`src/inc/dacc_pkg.sv`:
```
package dacc_pkg;
    // Register indices; byte address is four times the index
    localparam logic [5:0] IDX_CONTROL_A = 6'h00;
    localparam logic [5:0] IDX_CONTROL_B = 6'h01;
    localparam logic [5:0] IDX_EVENT_CONTROL = 6'h02;
    localparam logic [5:0] IDX_IRQ_ENABLE_CLEAR = 6'h04;
    localparam logic [5:0] IDX_IRQ_ENABLE_SET = 6'h05;
    localparam logic [5:0] IDX_IRQ_FLAGS = 6'h06;
    localparam logic [5:0] IDX_READY_STATUS = 6'h07;
    localparam logic [5:0] IDX_SAMPLE_DATA = 6'h08;
    localparam logic [5:0] IDX_SAMPLE_BUFFER = 6'h0C;
    localparam logic [5:0] IDX_SYNC_BUSY_FLAGS = 6'h10;
    localparam logic [5:0] IDX_DEBUG_CONTROL = 6'h18;

    // control_a fields
    localparam int CA_SOFT_RESET = 0;
    localparam int CA_ENABLE = 1;
    localparam int CA_KEEP_STANDBY = 6;
    // control_b fields
    localparam int CB_EXT_OUT = 0;
    localparam int CB_INT_OUT = 1;
    localparam int CB_LEFT_ALIGN = 2;
    localparam int CB_PUMP_DISABLE = 3;
    localparam int CB_DITHER = 5;
    localparam int CB_REF_LO = 6;
    // event_control fields
    localparam int EV_START_IN = 0;
    localparam int EV_EMPTY_OUT = 1;
    localparam int EV_INVERT = 2;
    // irq bit positions
    localparam int IRQ_UNDERRUN = 0;
    localparam int IRQ_EMPTY = 1;
    // sync_busy_flags positions
    localparam int SB_SOFT_RESET = 0;
    localparam int SB_ENABLE = 1;
    localparam int SB_DATA = 2;
    localparam int SB_BUFFER = 3;
    localparam int SB_COUNT = 4;

    // Valid-bit masks
    localparam logic [7:0] CA_MASK = 8'h43;
    localparam logic [7:0] CB_MASK = 8'hEF;
    localparam logic [7:0] EV_MASK = 8'h07;
    localparam logic [7:0] IRQ_MASK = 8'h03;

    // Reference encodings
    localparam logic [1:0] REF_INTERNAL = 2'h0;
    localparam logic [1:0] REF_ANALOG_SUPPLY = 2'h1;
    localparam logic [1:0] REF_EXTERNAL = 2'h2;

    // Dither layout
    localparam int DITHER_SUBS = 16;
    localparam int RIGHT_CODE_LO = 4;
    localparam int LEFT_CODE_LO = 6;
    localparam int LEFT_DITHER_LO = 2;
    localparam int PLAIN_LEFT_LO = 6;
    localparam logic [9:0] CODE_MAX = 10'h3FF;

    // Timing in ns, converted to cycles of the 4 ns clock
    localparam int CLK_PERIOD_NS = 4;
    localparam int SYNC_TIME_NS = 20;
    localparam int SYNC_CYCLES = (SYNC_TIME_NS + CLK_PERIOD_NS - 1) / CLK_PERIOD_NS;
    localparam int STARTUP_TIME_NS = 400;
    localparam int STARTUP_CYCLES = (STARTUP_TIME_NS + CLK_PERIOD_NS - 1) / CLK_PERIOD_NS;
endpackage : dacc_pkg

```
`src/logic/dacc_controller.sv`:
```
`timescale 1ns/1ps
// Summary of operation
// RL1 - Emit empty event when buffer empties, only while empty event output enabled.
// RL2 - Enabled start event moves buffer into data when ready, starting conversion; resynchronized.
// RL3 - Any of several start event sources triggers the start action.
// RL4 - Start edge is rising by default, falling when inversion bit set.
// RL5 - In standby keep output if keep bit set, else disable output buffer.
// RL6 - Synchronized write sets busy bit at once, clears after synchronization.
// RL7 - Synchronized write while its busy bit set is discarded with an error.
// RL8 - Soft reset, enable, data and buffer writes synchronize on busy bits 0-3.
// RL9 - Internal output enable routes code to comparator, together with external output.
// RL10 - Buffer and data registers form a two-entry FIFO advanced by start events.
// RL11 - Start event with empty buffer flags underrun and raises enabled interrupt.
// RL12 - Buffer becoming empty raises enabled empty interrupt request.
// RL13 - Pump follows low-voltage sense automatically; pump disable bit forces off.
// RL14 - Dither mode: data bits 13:4 give code, bits 3:0 dither.
// RL15 - Dither mode runs 16 sub-conversions, code or code plus one.
// RL16 - Dither mode reloads buffer every 16 starts; empty event and request follow.
// RL17 - Left aligned dither takes code from bits 15:6, dither from 5:2.
// RL18 - Byte and halfword accesses reach parts of wider registers.
// RL19 - Control B and event control accept writes only while disabled.
// RL20 - Enable bit reads back at once; takes effect after synchronization.
// RL21 - Soft reset restores registers, disables, discards other writes; writing zero ignored.
// RL22 - Reference select: 0 internal, 1 analog supply, 2 external, 3 reserved.
// RL23 - Any new value loaded into data starts a conversion; a data write landing while disabled loads without one.
// RL24 - Empty flag clears on write one or on new buffer data.
// RL25 - Discarded synchronized write answers the bus with an error.
module dacc_controller #(
    parameter int N_START_SRC = 2,
    parameter int SYNC_CYCLES = dacc_pkg::SYNC_CYCLES,
    parameter int STARTUP_CYCLES = dacc_pkg::STARTUP_CYCLES
) (
    // Clock and reset
    input wire logic clk_sys,
    input wire logic reset,
    // APB slave
    input wire logic psel,
    input wire logic penable,
    input wire logic pwrite,
    input wire logic [7:0] paddr,
    input wire logic [31:0] pwdata,
    input wire logic [3:0] pstrb,
    output logic [31:0] prdata,
    output logic pready,
    output logic pslverr,
    // Events and system state
    input wire logic [N_START_SRC-1:0] start_event,
    input wire logic standby,
    input wire logic debug_halt,
    input wire logic low_voltage,
    // Converter side
    output logic [9:0] dac_code,
    output logic conv_start,
    output logic external_output_en,
    output logic internal_output_en,
    output logic [1:0] reference_select,
    output logic pump_on,
    // Event, DMA and interrupt outputs
    output logic empty_event,
    output logic dma_req,
    output logic irq
);
    localparam int SUB_W = $clog2(dacc_pkg::DITHER_SUBS);
    localparam int UP_W = $clog2(STARTUP_CYCLES + 1);

    initial begin
        if (N_START_SRC < 1 || SYNC_CYCLES < 1 || STARTUP_CYCLES < 1) begin
            $error("dacc_controller: parameters must be at least 1");
        end
    end

    ////////////////////////////////////////////////////////////////////////////
    // Register state
    logic [7:0] control_a_r;
    logic [7:0] control_b_r;
    logic [7:0] event_control_r;
    logic [7:0] irq_enable_r;
    logic [7:0] irq_flags_r;
    logic [15:0] sample_data_r;
    logic [15:0] sample_buffer_r;
    logic [15:0] data_pend_r;
    logic [15:0] buf_pend_r;
    logic [7:0] debug_control_r;
    logic enabled_r;
    logic buf_full_r;
    logic ready_r;
    logic [UP_W-1:0] startup_cnt_r;
    logic [SUB_W-1:0] sub_cnt_r;
    logic [N_START_SRC-1:0] ev_meta_r;
    logic [N_START_SRC-1:0] ev_sync_r;
    logic [N_START_SRC-1:0] ev_prev_r;

    ////////////////////////////////////////////////////////////////////////////
    // APB decode
    logic [5:0] idx;
    logic aligned;
    logic access;
    logic wr;
    logic [dacc_pkg::SB_COUNT-1:0] sync_start;
    logic [dacc_pkg::SB_COUNT-1:0] sync_busy;
    logic [dacc_pkg::SB_COUNT-1:0] sync_done;
    logic wr_err;
    logic mapped;
    logic soft_clear;

    assign idx = paddr[7:2];
    assign aligned = (paddr[1:0] == 2'h0);
    assign access = psel && penable && !pready;
    assign wr = psel && penable && pready && pwrite && !pslverr;
    assign soft_clear = sync_done[dacc_pkg::SB_SOFT_RESET];

    always_comb begin
        mapped = aligned;
        case (idx)
            dacc_pkg::IDX_CONTROL_A, dacc_pkg::IDX_CONTROL_B, dacc_pkg::IDX_EVENT_CONTROL,
            dacc_pkg::IDX_IRQ_ENABLE_CLEAR, dacc_pkg::IDX_IRQ_ENABLE_SET, dacc_pkg::IDX_IRQ_FLAGS,
            dacc_pkg::IDX_READY_STATUS, dacc_pkg::IDX_SAMPLE_DATA, dacc_pkg::IDX_SAMPLE_BUFFER,
            dacc_pkg::IDX_SYNC_BUSY_FLAGS, dacc_pkg::IDX_DEBUG_CONTROL: begin
            end
            default: begin
                mapped = 1'b0;
            end
        endcase
    end

    // Error on a write whose synchronized target is still busy
    always_comb begin
        wr_err = 1'b0;
        if (pwrite) begin
            case (idx)
                dacc_pkg::IDX_CONTROL_A: begin
                    if (pstrb[0]) begin
                        if (pwdata[dacc_pkg::CA_SOFT_RESET]) begin
                            wr_err = sync_busy[dacc_pkg::SB_SOFT_RESET]; // RL7
                        end else begin
                            wr_err = sync_busy[dacc_pkg::SB_ENABLE]; // RL7
                        end
                    end
                end
                dacc_pkg::IDX_SAMPLE_DATA: wr_err = |pstrb[1:0] && sync_busy[dacc_pkg::SB_DATA]; // RL7
                dacc_pkg::IDX_SAMPLE_BUFFER: wr_err = |pstrb[1:0] && sync_busy[dacc_pkg::SB_BUFFER]; // RL7
                default: wr_err = 1'b0;
            endcase
        end
    end

    // Response one cycle into the access phase
    always_ff @(posedge clk_sys) begin
        if (reset) begin
            pready <= 1'b0;
            pslverr <= 1'b0;
            prdata <= '0;
        end else begin
            pready <= access;
            pslverr <= access && (!mapped || wr_err); // RL25
            prdata <= '0;
            if (access && !pwrite && mapped) begin
                case (idx)
                    dacc_pkg::IDX_CONTROL_A: prdata[7:0] <= control_a_r;
                    dacc_pkg::IDX_CONTROL_B: prdata[7:0] <= control_b_r;
                    dacc_pkg::IDX_EVENT_CONTROL: prdata[7:0] <= event_control_r;
                    dacc_pkg::IDX_IRQ_ENABLE_CLEAR: prdata[7:0] <= irq_enable_r;
                    dacc_pkg::IDX_IRQ_ENABLE_SET: prdata[7:0] <= irq_enable_r;
                    dacc_pkg::IDX_IRQ_FLAGS: prdata[7:0] <= irq_flags_r;
                    dacc_pkg::IDX_READY_STATUS: prdata[0] <= ready_r;
                    dacc_pkg::IDX_SAMPLE_DATA: prdata[15:0] <= sample_data_r;
                    dacc_pkg::IDX_SYNC_BUSY_FLAGS: prdata[dacc_pkg::SB_COUNT-1:0] <= sync_busy; // RL6
                    dacc_pkg::IDX_DEBUG_CONTROL: prdata[7:0] <= debug_control_r;
                    default: prdata <= '0;
                endcase
            end
        end
    end

    ////////////////////////////////////////////////////////////////////////////
    // Write synchronizers, busy bits 0..3
    always_comb begin
        sync_start = '0;
        if (wr && idx == dacc_pkg::IDX_CONTROL_A && pstrb[0]) begin
            if (pwdata[dacc_pkg::CA_SOFT_RESET]) begin
                sync_start[dacc_pkg::SB_SOFT_RESET] = 1'b1; // RL8
            end else begin
                sync_start[dacc_pkg::SB_ENABLE] = 1'b1; // RL8
            end
        end
        if (wr && idx == dacc_pkg::IDX_SAMPLE_DATA && |pstrb[1:0]) begin
            sync_start[dacc_pkg::SB_DATA] = 1'b1; // RL8
        end
        if (wr && idx == dacc_pkg::IDX_SAMPLE_BUFFER && |pstrb[1:0]) begin
            sync_start[dacc_pkg::SB_BUFFER] = 1'b1; // RL8
        end
    end

    genvar g;
    generate
        for (g = 0; g < dacc_pkg::SB_COUNT; g++) begin : g_sync
            dacc_sync_busy #(.CYCLES(SYNC_CYCLES)) u_busy ( // RL6
                .clk_sys(clk_sys),
                .reset(reset),
                .start(sync_start[g]),
                .busy(sync_busy[g]),
                .done(sync_done[g])
            );
        end
    endgenerate

    ////////////////////////////////////////////////////////////////////////////
    // Control registers
    always_ff @(posedge clk_sys) begin
        if (reset || soft_clear) begin // RL21
            control_a_r <= '0;
            control_b_r <= '0;
            event_control_r <= '0;
            irq_enable_r <= '0;
            enabled_r <= 1'b0;
        end else begin
            if (sync_done[dacc_pkg::SB_ENABLE]) begin
                enabled_r <= control_a_r[dacc_pkg::CA_ENABLE]; // RL20
            end
            if (wr && pstrb[0]) begin
                case (idx)
                    dacc_pkg::IDX_CONTROL_A: begin
                        if (pwdata[dacc_pkg::CA_SOFT_RESET]) begin
                            control_a_r[dacc_pkg::CA_SOFT_RESET] <= 1'b1; // RL21
                        end else begin
                            control_a_r <= pwdata[7:0] & dacc_pkg::CA_MASK; // RL20
                        end
                    end
                    dacc_pkg::IDX_CONTROL_B: begin
                        if (!enabled_r && !control_a_r[dacc_pkg::CA_ENABLE]) begin
                            control_b_r <= pwdata[7:0] & dacc_pkg::CB_MASK; // RL19
                        end
                    end
                    dacc_pkg::IDX_EVENT_CONTROL: begin
                        if (!enabled_r && !control_a_r[dacc_pkg::CA_ENABLE]) begin
                            event_control_r <= pwdata[7:0] & dacc_pkg::EV_MASK; // RL19
                        end
                    end
                    dacc_pkg::IDX_IRQ_ENABLE_CLEAR: irq_enable_r <= irq_enable_r & ~(pwdata[7:0] & dacc_pkg::IRQ_MASK);
                    dacc_pkg::IDX_IRQ_ENABLE_SET: irq_enable_r <= irq_enable_r | (pwdata[7:0] & dacc_pkg::IRQ_MASK);
                    default: begin
                    end
                endcase
            end
        end
    end

    // Survives soft reset
    always_ff @(posedge clk_sys) begin
        if (reset) begin
            debug_control_r <= '0;
        end else if (wr && pstrb[0] && idx == dacc_pkg::IDX_DEBUG_CONTROL) begin
            debug_control_r <= {7'h00, pwdata[0]};
        end
    end

    // Pending values, byte-lane merged
    always_ff @(posedge clk_sys) begin
        if (reset || soft_clear) begin
            data_pend_r <= '0;
            buf_pend_r <= '0;
        end else if (wr) begin
            if (idx == dacc_pkg::IDX_SAMPLE_DATA) begin
                data_pend_r[7:0] <= pstrb[0] ? pwdata[7:0] : sample_data_r[7:0]; // RL18
                data_pend_r[15:8] <= pstrb[1] ? pwdata[15:8] : sample_data_r[15:8]; // RL18
            end
            if (idx == dacc_pkg::IDX_SAMPLE_BUFFER) begin
                buf_pend_r[7:0] <= pstrb[0] ? pwdata[7:0] : sample_buffer_r[7:0]; // RL18
                buf_pend_r[15:8] <= pstrb[1] ? pwdata[15:8] : sample_buffer_r[15:8]; // RL18
            end
        end
    end

    ////////////////////////////////////////////////////////////////////////////
    // Start event input
    logic [N_START_SRC-1:0] ev_edge;
    logic start_hit;
    logic run_ok;

    always_ff @(posedge clk_sys) begin
        if (reset) begin
            ev_meta_r <= '0;
            ev_sync_r <= '0;
            ev_prev_r <= '0;
        end else begin
            ev_meta_r <= start_event; // RL2
            ev_sync_r <= ev_meta_r;
            ev_prev_r <= ev_sync_r;
        end
    end

    assign ev_edge = event_control_r[dacc_pkg::EV_INVERT] ? (ev_prev_r & ~ev_sync_r)
                                                         : (ev_sync_r & ~ev_prev_r); // RL4
    assign run_ok = enabled_r && ready_r && !(debug_halt && !debug_control_r[0]);
    assign start_hit = (|ev_edge) && event_control_r[dacc_pkg::EV_START_IN] && run_ok; // RL3

    // Startup time before ready
    always_ff @(posedge clk_sys) begin
        if (reset || soft_clear || !enabled_r) begin
            startup_cnt_r <= '0;
            ready_r <= 1'b0;
        end else if (!ready_r) begin
            if (startup_cnt_r == UP_W'(STARTUP_CYCLES - 1)) begin
                ready_r <= 1'b1;
            end else begin
                startup_cnt_r <= startup_cnt_r + 1'b1;
            end
        end
    end

    ////////////////////////////////////////////////////////////////////////////
    // Two-entry FIFO and dithering
    logic dither;
    logic need_load;
    logic load_from_buf;
    logic underrun;

    assign dither = control_b_r[dacc_pkg::CB_DITHER];
    assign need_load = !dither || sub_cnt_r == '0;
    assign load_from_buf = start_hit && need_load && buf_full_r; // RL10
    assign underrun = start_hit && need_load && !buf_full_r; // RL11

    always_ff @(posedge clk_sys) begin
        if (reset || soft_clear) begin
            sample_data_r <= '0;
            sample_buffer_r <= '0;
            buf_full_r <= 1'b0;
            sub_cnt_r <= '0;
        end else begin
            if (sync_done[dacc_pkg::SB_BUFFER]) begin
                sample_buffer_r <= buf_pend_r;
                buf_full_r <= 1'b1;
            end else if (load_from_buf) begin
                buf_full_r <= 1'b0; // RL10
            end
            if (load_from_buf) begin
                sample_data_r <= sample_buffer_r; // RL2
            end else if (sync_done[dacc_pkg::SB_DATA]) begin
                sample_data_r <= data_pend_r; // RL23
            end
            if (load_from_buf || sync_done[dacc_pkg::SB_DATA] || !dither) begin
                sub_cnt_r <= (dither && load_from_buf) ? SUB_W'(1) : '0; // RL16
            end else if (start_hit && !need_load) begin
                sub_cnt_r <= sub_cnt_r + 1'b1; // RL15
            end
        end
    end

    // Code selection, from the word this edge loads
    logic [15:0] data_now;
    logic [9:0] base_code;
    logic [3:0] dither_bits;
    logic [SUB_W-1:0] sub_now;
    logic bump;

    assign data_now = load_from_buf ? sample_buffer_r : sync_done[dacc_pkg::SB_DATA] ? data_pend_r : sample_data_r;

    always_comb begin
        if (control_b_r[dacc_pkg::CB_LEFT_ALIGN]) begin
            base_code = data_now[dacc_pkg::LEFT_CODE_LO +: 10]; // RL17
            dither_bits = data_now[dacc_pkg::LEFT_DITHER_LO +: 4]; // RL17
        end else if (dither) begin
            base_code = data_now[dacc_pkg::RIGHT_CODE_LO +: 10]; // RL14
            dither_bits = data_now[3:0]; // RL14
        end else begin
            base_code = data_now[9:0];
            dither_bits = 4'h0;
        end
    end

    assign sub_now = sub_cnt_r;
    assign bump = dither && (sub_now < dither_bits) && (base_code != dacc_pkg::CODE_MAX); // RL15

    ////////////////////////////////////////////////////////////////////////////
    // Flags, events and outputs
    logic flag_clr_wr;
    logic new_conv;

    assign flag_clr_wr = wr && pstrb[0] && idx == dacc_pkg::IDX_IRQ_FLAGS;
    assign new_conv = start_hit && !underrun || (sync_done[dacc_pkg::SB_DATA] && enabled_r); // RL23

    always_ff @(posedge clk_sys) begin
        if (reset || soft_clear) begin
            irq_flags_r <= '0;
        end else begin
            if (underrun) begin
                irq_flags_r[dacc_pkg::IRQ_UNDERRUN] <= 1'b1; // RL11
            end else if (flag_clr_wr && pwdata[dacc_pkg::IRQ_UNDERRUN]) begin
                irq_flags_r[dacc_pkg::IRQ_UNDERRUN] <= 1'b0;
            end
            if (load_from_buf) begin
                irq_flags_r[dacc_pkg::IRQ_EMPTY] <= 1'b1; // RL12
            end else if ((flag_clr_wr && pwdata[dacc_pkg::IRQ_EMPTY]) || sync_done[dacc_pkg::SB_BUFFER]) begin
                irq_flags_r[dacc_pkg::IRQ_EMPTY] <= 1'b0; // RL24
            end
        end
    end

    always_ff @(posedge clk_sys) begin
        if (reset || soft_clear) begin
            dac_code <= '0;
            conv_start <= 1'b0;
            empty_event <= 1'b0;
            dma_req <= 1'b0;
            irq <= 1'b0;
        end else begin
            conv_start <= new_conv;
            if (new_conv) begin
                dac_code <= base_code + {9'h000, bump};
            end
            empty_event <= load_from_buf && event_control_r[dacc_pkg::EV_EMPTY_OUT]; // RL1
            dma_req <= enabled_r && !buf_full_r && !sync_busy[dacc_pkg::SB_BUFFER]; // RL16
            irq <= |(irq_flags_r & irq_enable_r & dacc_pkg::IRQ_MASK); // RL12
        end
    end

    always_ff @(posedge clk_sys) begin
        if (reset) begin
            external_output_en <= 1'b0;
            internal_output_en <= 1'b0;
            reference_select <= dacc_pkg::REF_INTERNAL;
            pump_on <= 1'b0;
        end else begin
            external_output_en <= enabled_r && control_b_r[dacc_pkg::CB_EXT_OUT]
                && !(standby && !control_a_r[dacc_pkg::CA_KEEP_STANDBY]); // RL5
            internal_output_en <= enabled_r && control_b_r[dacc_pkg::CB_INT_OUT]; // RL9
            reference_select <= control_b_r[dacc_pkg::CB_REF_LO +: 2]; // RL22
            pump_on <= enabled_r && low_voltage && !control_b_r[dacc_pkg::CB_PUMP_DISABLE]; // RL13
        end
    end
endmodule : dacc_controller

```
`src/logic/dacc_sync_busy.sv`:
```
`timescale 1ns/1ps
module dacc_sync_busy #(
    parameter int CYCLES = 5
) (
    // Clock and reset
    input wire logic clk_sys,
    input wire logic reset,
    // Request
    input wire logic start,
    // Status
    output logic busy,
    output logic done
);
    localparam int CW = $clog2(CYCLES + 1);

    initial begin
        if (CYCLES < 1) begin
            $error("dacc_sync_busy: CYCLES must be at least 1");
        end
    end

    logic [CW-1:0] count_r;

    always_ff @(posedge clk_sys) begin
        if (reset) begin
            count_r <= '0;
            busy <= 1'b0;
            done <= 1'b0;
        end else begin
            done <= 1'b0;
            if (start && !busy) begin
                busy <= 1'b1;
                count_r <= CW'(CYCLES - 1);
            end else if (busy) begin
                if (count_r == '0) begin
                    busy <= 1'b0;
                    done <= 1'b1;
                end else begin
                    count_r <= count_r - 1'b1;
                end
            end
        end
    end
endmodule : dacc_sync_busy

```
`config.mk`:
```
export PLATFORM = sky130hd
export DESIGN_NAME = dacc_controller
export DESIGN_NICKNAME = d
export VERILOG_FILES = /design/src/inc/dacc_pkg.sv /design/src/logic/dacc_controller.sv /design/src/logic/dacc_sync_busy.sv
export SDC_FILE = /design/constraint.sdc
export NUM_CORES = 1
export LEC_CHECK = 0
export ABC_AREA = 1
export BUFFER_PORTS_ARGS = -buffer_cell sky130_fd_sc_hd__buf_2
export CAP_MARGIN = 5
export CORE_MARGIN = 10
export CORE_UTILIZATION = 30
export CTS_CLUSTER_SIZE = 10
export DETAILED_ROUTE_END_ITERATION = 7
export PLACE_DENSITY_LB_ADDON = 0.3
export SLEW_MARGIN = 20
export SYNTH_ARGS = -nofsm -noshare
export SYNTH_HDL_FRONTEND = slang
export SYNTH_SLANG_ARGS = --single-unit
```
`constraint.sdc`:
```
create_clock -name clk_sys -period 5.3 [get_ports clk_sys]
set_input_delay 0.795 -clock clk_sys [delete_from_list [all_inputs] [get_ports clk_sys]]
set_output_delay 0.795 -clock clk_sys [all_outputs]
set_load 0.01 [all_outputs]
```
; ---- Word level (Yosys, flattened, before mapping)
; Cells that the tools add are included.
[classes]
div_mod_pow = 0
n_eq_ne = 16
order_cmp = 1
reduce_logical = 123
bitwise_logic = 21
addsub = 7
mux = 64
multipliers = 0
shift = 0
[op_table]
columns = cell, n
row1 = logical AND 1 bit, 49
row2 = two-way mux 3 bit, 12
row3 = two-way mux 1 bit, 33
row4 = two-way mux 16 bit, 2
row5 = two-way mux 8 bit, 4
row6 = AND reduction 2 bit, 13
row7 = == test 6 x 3 -> 1 bit (second input constant), 4
row8 = case mux 3 bit (7 select lines), 1
row9 = two-way mux 10 bit, 2
row10 = zero test 1 bit, 19
row11 = nonzero test 2 bit, 9
row12 = OR reduction 2 bit, 9
row13 = two-way mux 4 bit, 4
row14 = case mux 4 bit (4 select lines), 1
row15 = case mux 8 bit (2 select lines), 1
row16 = OR reduction 3 bit, 5
row17 = NOT 1 bit, 13
row18 = == test 6 x 4 -> 1 bit (second input constant), 2
row19 = == test 6 x 5 -> 1 bit (second input constant), 2
row20 = zero test 3 bit, 4
row21 = subtractor 3 x 1 -> 3 bit (second input constant), 4
row22 = OR reduction 11 bit, 1
row23 = adder 10 x 1 -> 10 bit, 1
row24 = inequality test 10 bit (second input constant), 1
row25 = other kinds (20), 36
[totals]
wordCells = 282
latchBits = 0
mem_bits_ro = 0
mem_count = 0
in_bits = 54
register_bits = 181
mem_bits_rw = 0

; ---- Longest topological paths before layout
[logic_depth]
depth_word = 15
ltp_mapped = 25

; ---- Hierarchy
; A second synthesis with hierarchy kept.
[unflattened]
hier_cells = 1061
hier_area_um2 = 7529.7
[modules_own_cells]
columns = mod, seq_area_each_um2, area_each_um2, cells_each, n_inst
row1 = dacc_controller, 2782.7, 6536.3, 930, 1
row2 = dacc_sync_busy (g_sync[1].u_busy ...), 100.1, 251.5, 33, 3
row3 = dacc_sync_busy (g_sync[0].u_busy), 100.1, 239.0, 32, 1

; ---- Worst setup path before layout
; Ideal clock, no wire load.
[synth_path]
path_type = input to register
startpoint = in debug_halt
endpoint = reg dac_code[8]
path_stages = 25
t_required_ns = 5.191
slack_ns = 2.005
arrival_ns = 3.186
n_path_buf = 1
cell_sequence = inv_1 > nor2_1 > nor2_1 > nand2_1 > nor2_4 > nand3_4 > buf_6 > nand2_1 > nand2_1 > inv_1 > o22ai_1 > inv_1 > ha_1 > a211oi_1 > o21ai_1 > nor2_1 > ha_1 > ha_1 > nand2_1 > inv_1 > nand2_1 > nand2_1 > nand3_1 > nand2_1 > inv_1
[synth_via]
elab_chain_cells = 13
elab_cells_between_ends = 20
[synth_lines]
columns = item, line_no
row1 = "start, declared", dacc_controller.sv:49  ; input wire logic debug_halt,
row2 = logical AND 1 bit *, dacc_controller.sv:294  ; assign run_ok = enabled_r && ready_r && !(debug_halt && !debug_control_r[0]);
row3 = zero test 1 bit *, dacc_controller.sv:294
row4 = logical AND 1 bit *, dacc_controller.sv:294
row5 = logical AND 1 bit *, dacc_controller.sv:295  ; assign start_hit = (|ev_edge) && event_control_r[dacc_pkg::EV_START_IN] && run_ok;
row6 = logical AND 1 bit, "dacc_controller.sv:320, dacc_controller.sv:321"
row7 = logical AND 1 bit, dacc_controller.sv:320  ; assign load_from_buf = start_hit && need_load && buf_full_r;
row8 = two-way mux 16 bit, n/a
row9 = two-way mux 4 bit, dacc_controller.sv:362  ; end else if (dither) begin
row10 = two-way mux 4 bit, dacc_controller.sv:359  ; if (control_b_r[dacc_pkg::CB_LEFT_ALIGN]) begin
row11 = less-than comparator 4 bit, dacc_controller.sv:372  ; assign bump = dither && (sub_now < dither_bits) && (base_code != dacc_pkg::CODE_MAX);
row12 = logical AND 1 bit (2 in series), dacc_controller.sv:372
row13 = adder 10 x 1 -> 10 bit, dacc_controller.sv:409  ; dac_code <= base_code + {9'h000, bump};
row14 = "end signal, assigned", dacc_controller.sv:409
row15 = "end, declared", dacc_controller.sv:52  ; output logic [9:0] dac_code,
; Mark *: on every way between the ends. The rest lies on a longest branch, timed or not.
; A chain may end at the register's enable or synchronous reset.

; ---- Worst setup path after layout
[layout_path]
startpoint = reg enabled_r
endpoint = reg dac_code[8]
[layout_via]
elab_chain_cells = 12
elab_cells_between_ends = 20
[layout_lines]
columns = item, line_no
row1 = "start, declared", dacc_controller.sv:84  ; logic enabled_r;
row2 = "start signal, assigned", dacc_controller.sv:218  ; enabled_r <= control_a_r[dacc_pkg::CA_ENABLE];
row3 = logical AND 1 bit (2 in series), dacc_controller.sv:294
row4 = logical AND 1 bit, dacc_controller.sv:295
row5 = logical AND 1 bit, "dacc_controller.sv:320, dacc_controller.sv:321"
row6 = logical AND 1 bit, dacc_controller.sv:320
row7 = two-way mux 16 bit, n/a
row8 = two-way mux 4 bit, dacc_controller.sv:362
row9 = two-way mux 4 bit, dacc_controller.sv:359
row10 = less-than comparator 4 bit, dacc_controller.sv:372
row11 = logical AND 1 bit (2 in series), dacc_controller.sv:372
row12 = adder 10 x 1 -> 10 bit, dacc_controller.sv:409
; Parallel ways exist; a longest one is shown, timed or not.

==> impl_metrics.env <==
export IMPL_drtIter0Drc=495
export IMPL_hold_slack_ns=0.402
export IMPL_yosysWarnings=0
export IMPL_grt_max_degree=66
export IMPL_vias=6654
export IMPL_r2r_setup_slack_ns=1.54
export IMPL_final_setup_worst_slack_ns=1.54
export IMPL_yosysMostFrequentCell="nand2_1"
export IMPL_cts_tree="yes"
export IMPL_crit_type="register to register"
export IMPL_grt_overflow=0
export IMPL_clockBufferDepth=2
export IMPL_slew_headroom_pct=41.3
export IMPL_die_h_um=175
export IMPL_ctsRootBufferMaster="clkbuf_16"
export IMPL_path_clk_slew_ns=0.06
export IMPL_hpwl_um=14600
export IMPL_total_leakage_power_uw=0.00334
export IMPL_slowest_delay_ns=0.59
export IMPL_rows=56
export IMPL_hold_viol=0
export IMPL_async_flop_share_pct=0
export IMPL_required_ns=5.62
export IMPL_synth_avg_cell_area_um2=7.22
export IMPL_synth_area_um2=7220
export IMPL_start_util_pct=30.6
export IMPL_status="complete, no violations"
export IMPL_vdd_ir_drop_worst_mv=0.184
export IMPL_cts_sinks=159
export IMPL_synth_top_family_by_area="simple AND/OR/NAND/NOR gates"
export IMPL_worstHoldPathType="register to register"
export IMPL_core_area_um2=23600
export IMPL_wl_um=20700
export IMPL_synth_cells=1000
export IMPL_synth_cell_types=44
export IMPL_synth_seq_cells=159
export IMPL_drc=0
export IMPL_cellPowerDensity_nw_per_um2=305
export IMPL_grt_antenna_before_repair=2
export IMPL_synth_edf_count=0
export IMPL_h_tree_depth=4
export IMPL_min_from="ev_meta_r[0]"
export IMPL_period_needed_ns=3.76
export IMPL_rsz0062_at_grt="false"
export IMPL_finalSetupViolations=0
export IMPL_yosys_top_cells_area="dfxtp_1 (44%), nand2_1 (8.6%), nor2_1 (7.1%)"
export IMPL_synth_common_cells="nand2_1 (165), dfxtp_1 (159), nor2_1 (136)"
export IMPL_synth_compound_area_share_pct=16.8
export IMPL_synth_xor_area_share_pct=0.849
export IMPL_cap_violations=0
export IMPL_grt_pass1_wl_um=33500
export IMPL_max_freq_mhz=266
export IMPL_crit_chain="nand3_2, nor2_1, nand2_1, nor2_4, nand3_4, nand2_1, nand2_1, o22ai_1, inv_1, ha_1, a211oi_1, o21ai_1, nor2_1, ha_1, ha_1, nand2_1, inv_1, nand2_1, nand2_1, nand3_1, nand2_1, inv_1"
export IMPL_reg2reg_depth=22
export IMPL_dieArea_um2=30700
export IMPL_grt_util_all_layers_pct=13.4
export IMPL_synth_fa_ha_area_share_pct=2.77
export IMPL_post_cts_resized=0
export IMPL_ys_flop_type="dfxtp_1"
export IMPL_cp_slowest_cell="dfxtp_1"
export IMPL_critPathCaptureType="register"
export IMPL_ys_seq_area_share_pct=44.1
export IMPL_cp_arrival_ns=4.08
export IMPL_grt_pass1_vias=6491
export IMPL_critPathBufInv=3
export IMPL_critical_path_top_delay_family="simple AND/OR/NAND/NOR gates"
export IMPL_post_cts_buffers=0
export IMPL_areaGrowthSynthToFinish_pct=17.0
export IMPL_wl_per_cell_um=14.9
export IMPL_drt_first_pass_iters=5
export IMPL_holdPathStages=2
export IMPL_postCtsHoldBufs=0
export IMPL_worstSkewPairLatency_ns=0.42
export IMPL_boundaryPins=107
export IMPL_cts_buffers=17
export IMPL_synth_top_area_share_pct=44.1
export IMPL_path_max_fanout=25
export IMPL_routed_via_density=4.78
export IMPL_gp_congestion=0.880
export IMPL_slew_viol_final=0
export IMPL_finalSetupTns_ns=0
export IMPL_die_w_um=175
export IMPL_worstMarginPinSlew_ns=0.874
export IMPL_finalCritPeriodShare_pct=70.9
export IMPL_fin_nets=1131
export IMPL_ant_nets=0
export IMPL_regToRegEndpoint="dac_code[8]"
export IMPL_fin_skew_ns=0.00715
export IMPL_drive_above_1_share_pct=11.5
export IMPL_hold_end="ev_sync_r[0]"
export IMPL_muxShareOfSynthArea_pct=0
export IMPL_critical_path_startpoint_type="register"
export IMPL_synth_top_cell_by_area="dfxtp_1"
export IMPL_pre_cts_ws_ns=1.30
export IMPL_r2r_start="enabled_r"
export IMPL_synth_simple_area_share_pct=24.8
export IMPL_io_buffers=72
export IMPL_crit_path_frequent_cell="nand2_1"
==> stage by stage <==
stage	power, uW	util (%)	cells	instance area, um2
after CTS	2600	35.8	1391	8440
after detailed placement	1300	33.1	1361	7830
after global placement	1300	33.1	1361	7820
after floorplan	1280	-	1015	7280
after global routing	2660	35.8	1391	8450
final	2580	35.8	1392	8450
==> tightest hold or removal path: cells and delay by family (launching register included) <==
family | cells | cell delay (ns)
simple gates | 1 | 0.03
flops | 1 | 0.30
buf+inv | 1 | 0.04
==> flip-flops by register name (all words and copies together) (netlist names), 2 cells and up, named ones only <==
name / flops
buf_pend_r: 16
sub_cnt_r: 4
startup_cnt_r: 7
sample_buffer_r: 16
sample_data_r: 16
ev_meta_r: 2
dac_code: 10
ev_sync_r: 2
prdata: 16
control_b_r: 7
g_sync.u_busy.busy: 4
ev_prev_r: 2
data_pend_r: 16
event_control_r: 3
irq_flags_r: 2
control_a_r: 3
g_sync.u_busy.count_r: 12
g_sync.u_busy.done: 4
reference_select: 2
==> cell usage in the layout (no fill, tap or decap), drive strengths merged, types with 21 or more instances in the layout <==
master  netlist  routed
nand2       165     165
dfxtp       159     159
nor2        138     138
inv         127     129
o21ai       102     102
buf          23      79
a21oi        68      68
nand3        57      57
nand4        25      25
a31oi        21      21
clkbuf       29      21
==> how the worst max path moves through the flow <==
stage	start	cells past startpoint	slack, ns	endpoint
floorplan	debug_halt	25	2.01	dac_code[8]
global placement	debug_halt	24	1.33	dac_code[8]
detailed placement	debug_halt	24	1.30	dac_code[4]
CTS	enabled_r	22	1.61	dac_code[8]
global route	enabled_r	22	1.16	dac_code[4]
finish	enabled_r	22	1.54	dac_code[8]
==> metal layers <==
layer,wire (um),global-route usage [%],vias up
li1,-,-,3377
met1,9940,17.0,3064
met2,9290,21.5,183
met3,1110,3.34,28
met4,366,4.84,2
met5,13,0,-
==> logic make-up (layout without fill, tap and decap cells) <==
kind of cell	after synthesis	in the layout
DFF	159	159
and+or+nand+nor	413	413
xor gates and xnor gates	7	7
AOI/OAI and AO/OA	222	222
adders and majority gates	16	16
buffers and inverters	182	239
other	1	17
==> where the power goes <==
part           internal, uW  total [uW]  switching (uW)
clock                   810        1300             492
sequential             1200        1200           0.887
combinational          20.5        79.3            58.7
total                  2030        2580             552
==> area by class of cell <==
| class | instances | area (um2) |
|---|---|---|
| Antenna cell | 1 | 2.50 |
| Clock buffer | 21 | 460 |
| Clock inverter | 9 | 159 |
| Fill cell | 2555 | 15200 |
| Inverter | 130 | 488 |
| Multi-Input combinational cell | 674 | 3350 |
| Sequential cell | 159 | 3180 |
| Tap cell | 319 | 399 |
| Timing Repair Buffer | 79 | 413 |
(Power assumes the default switching activity.)
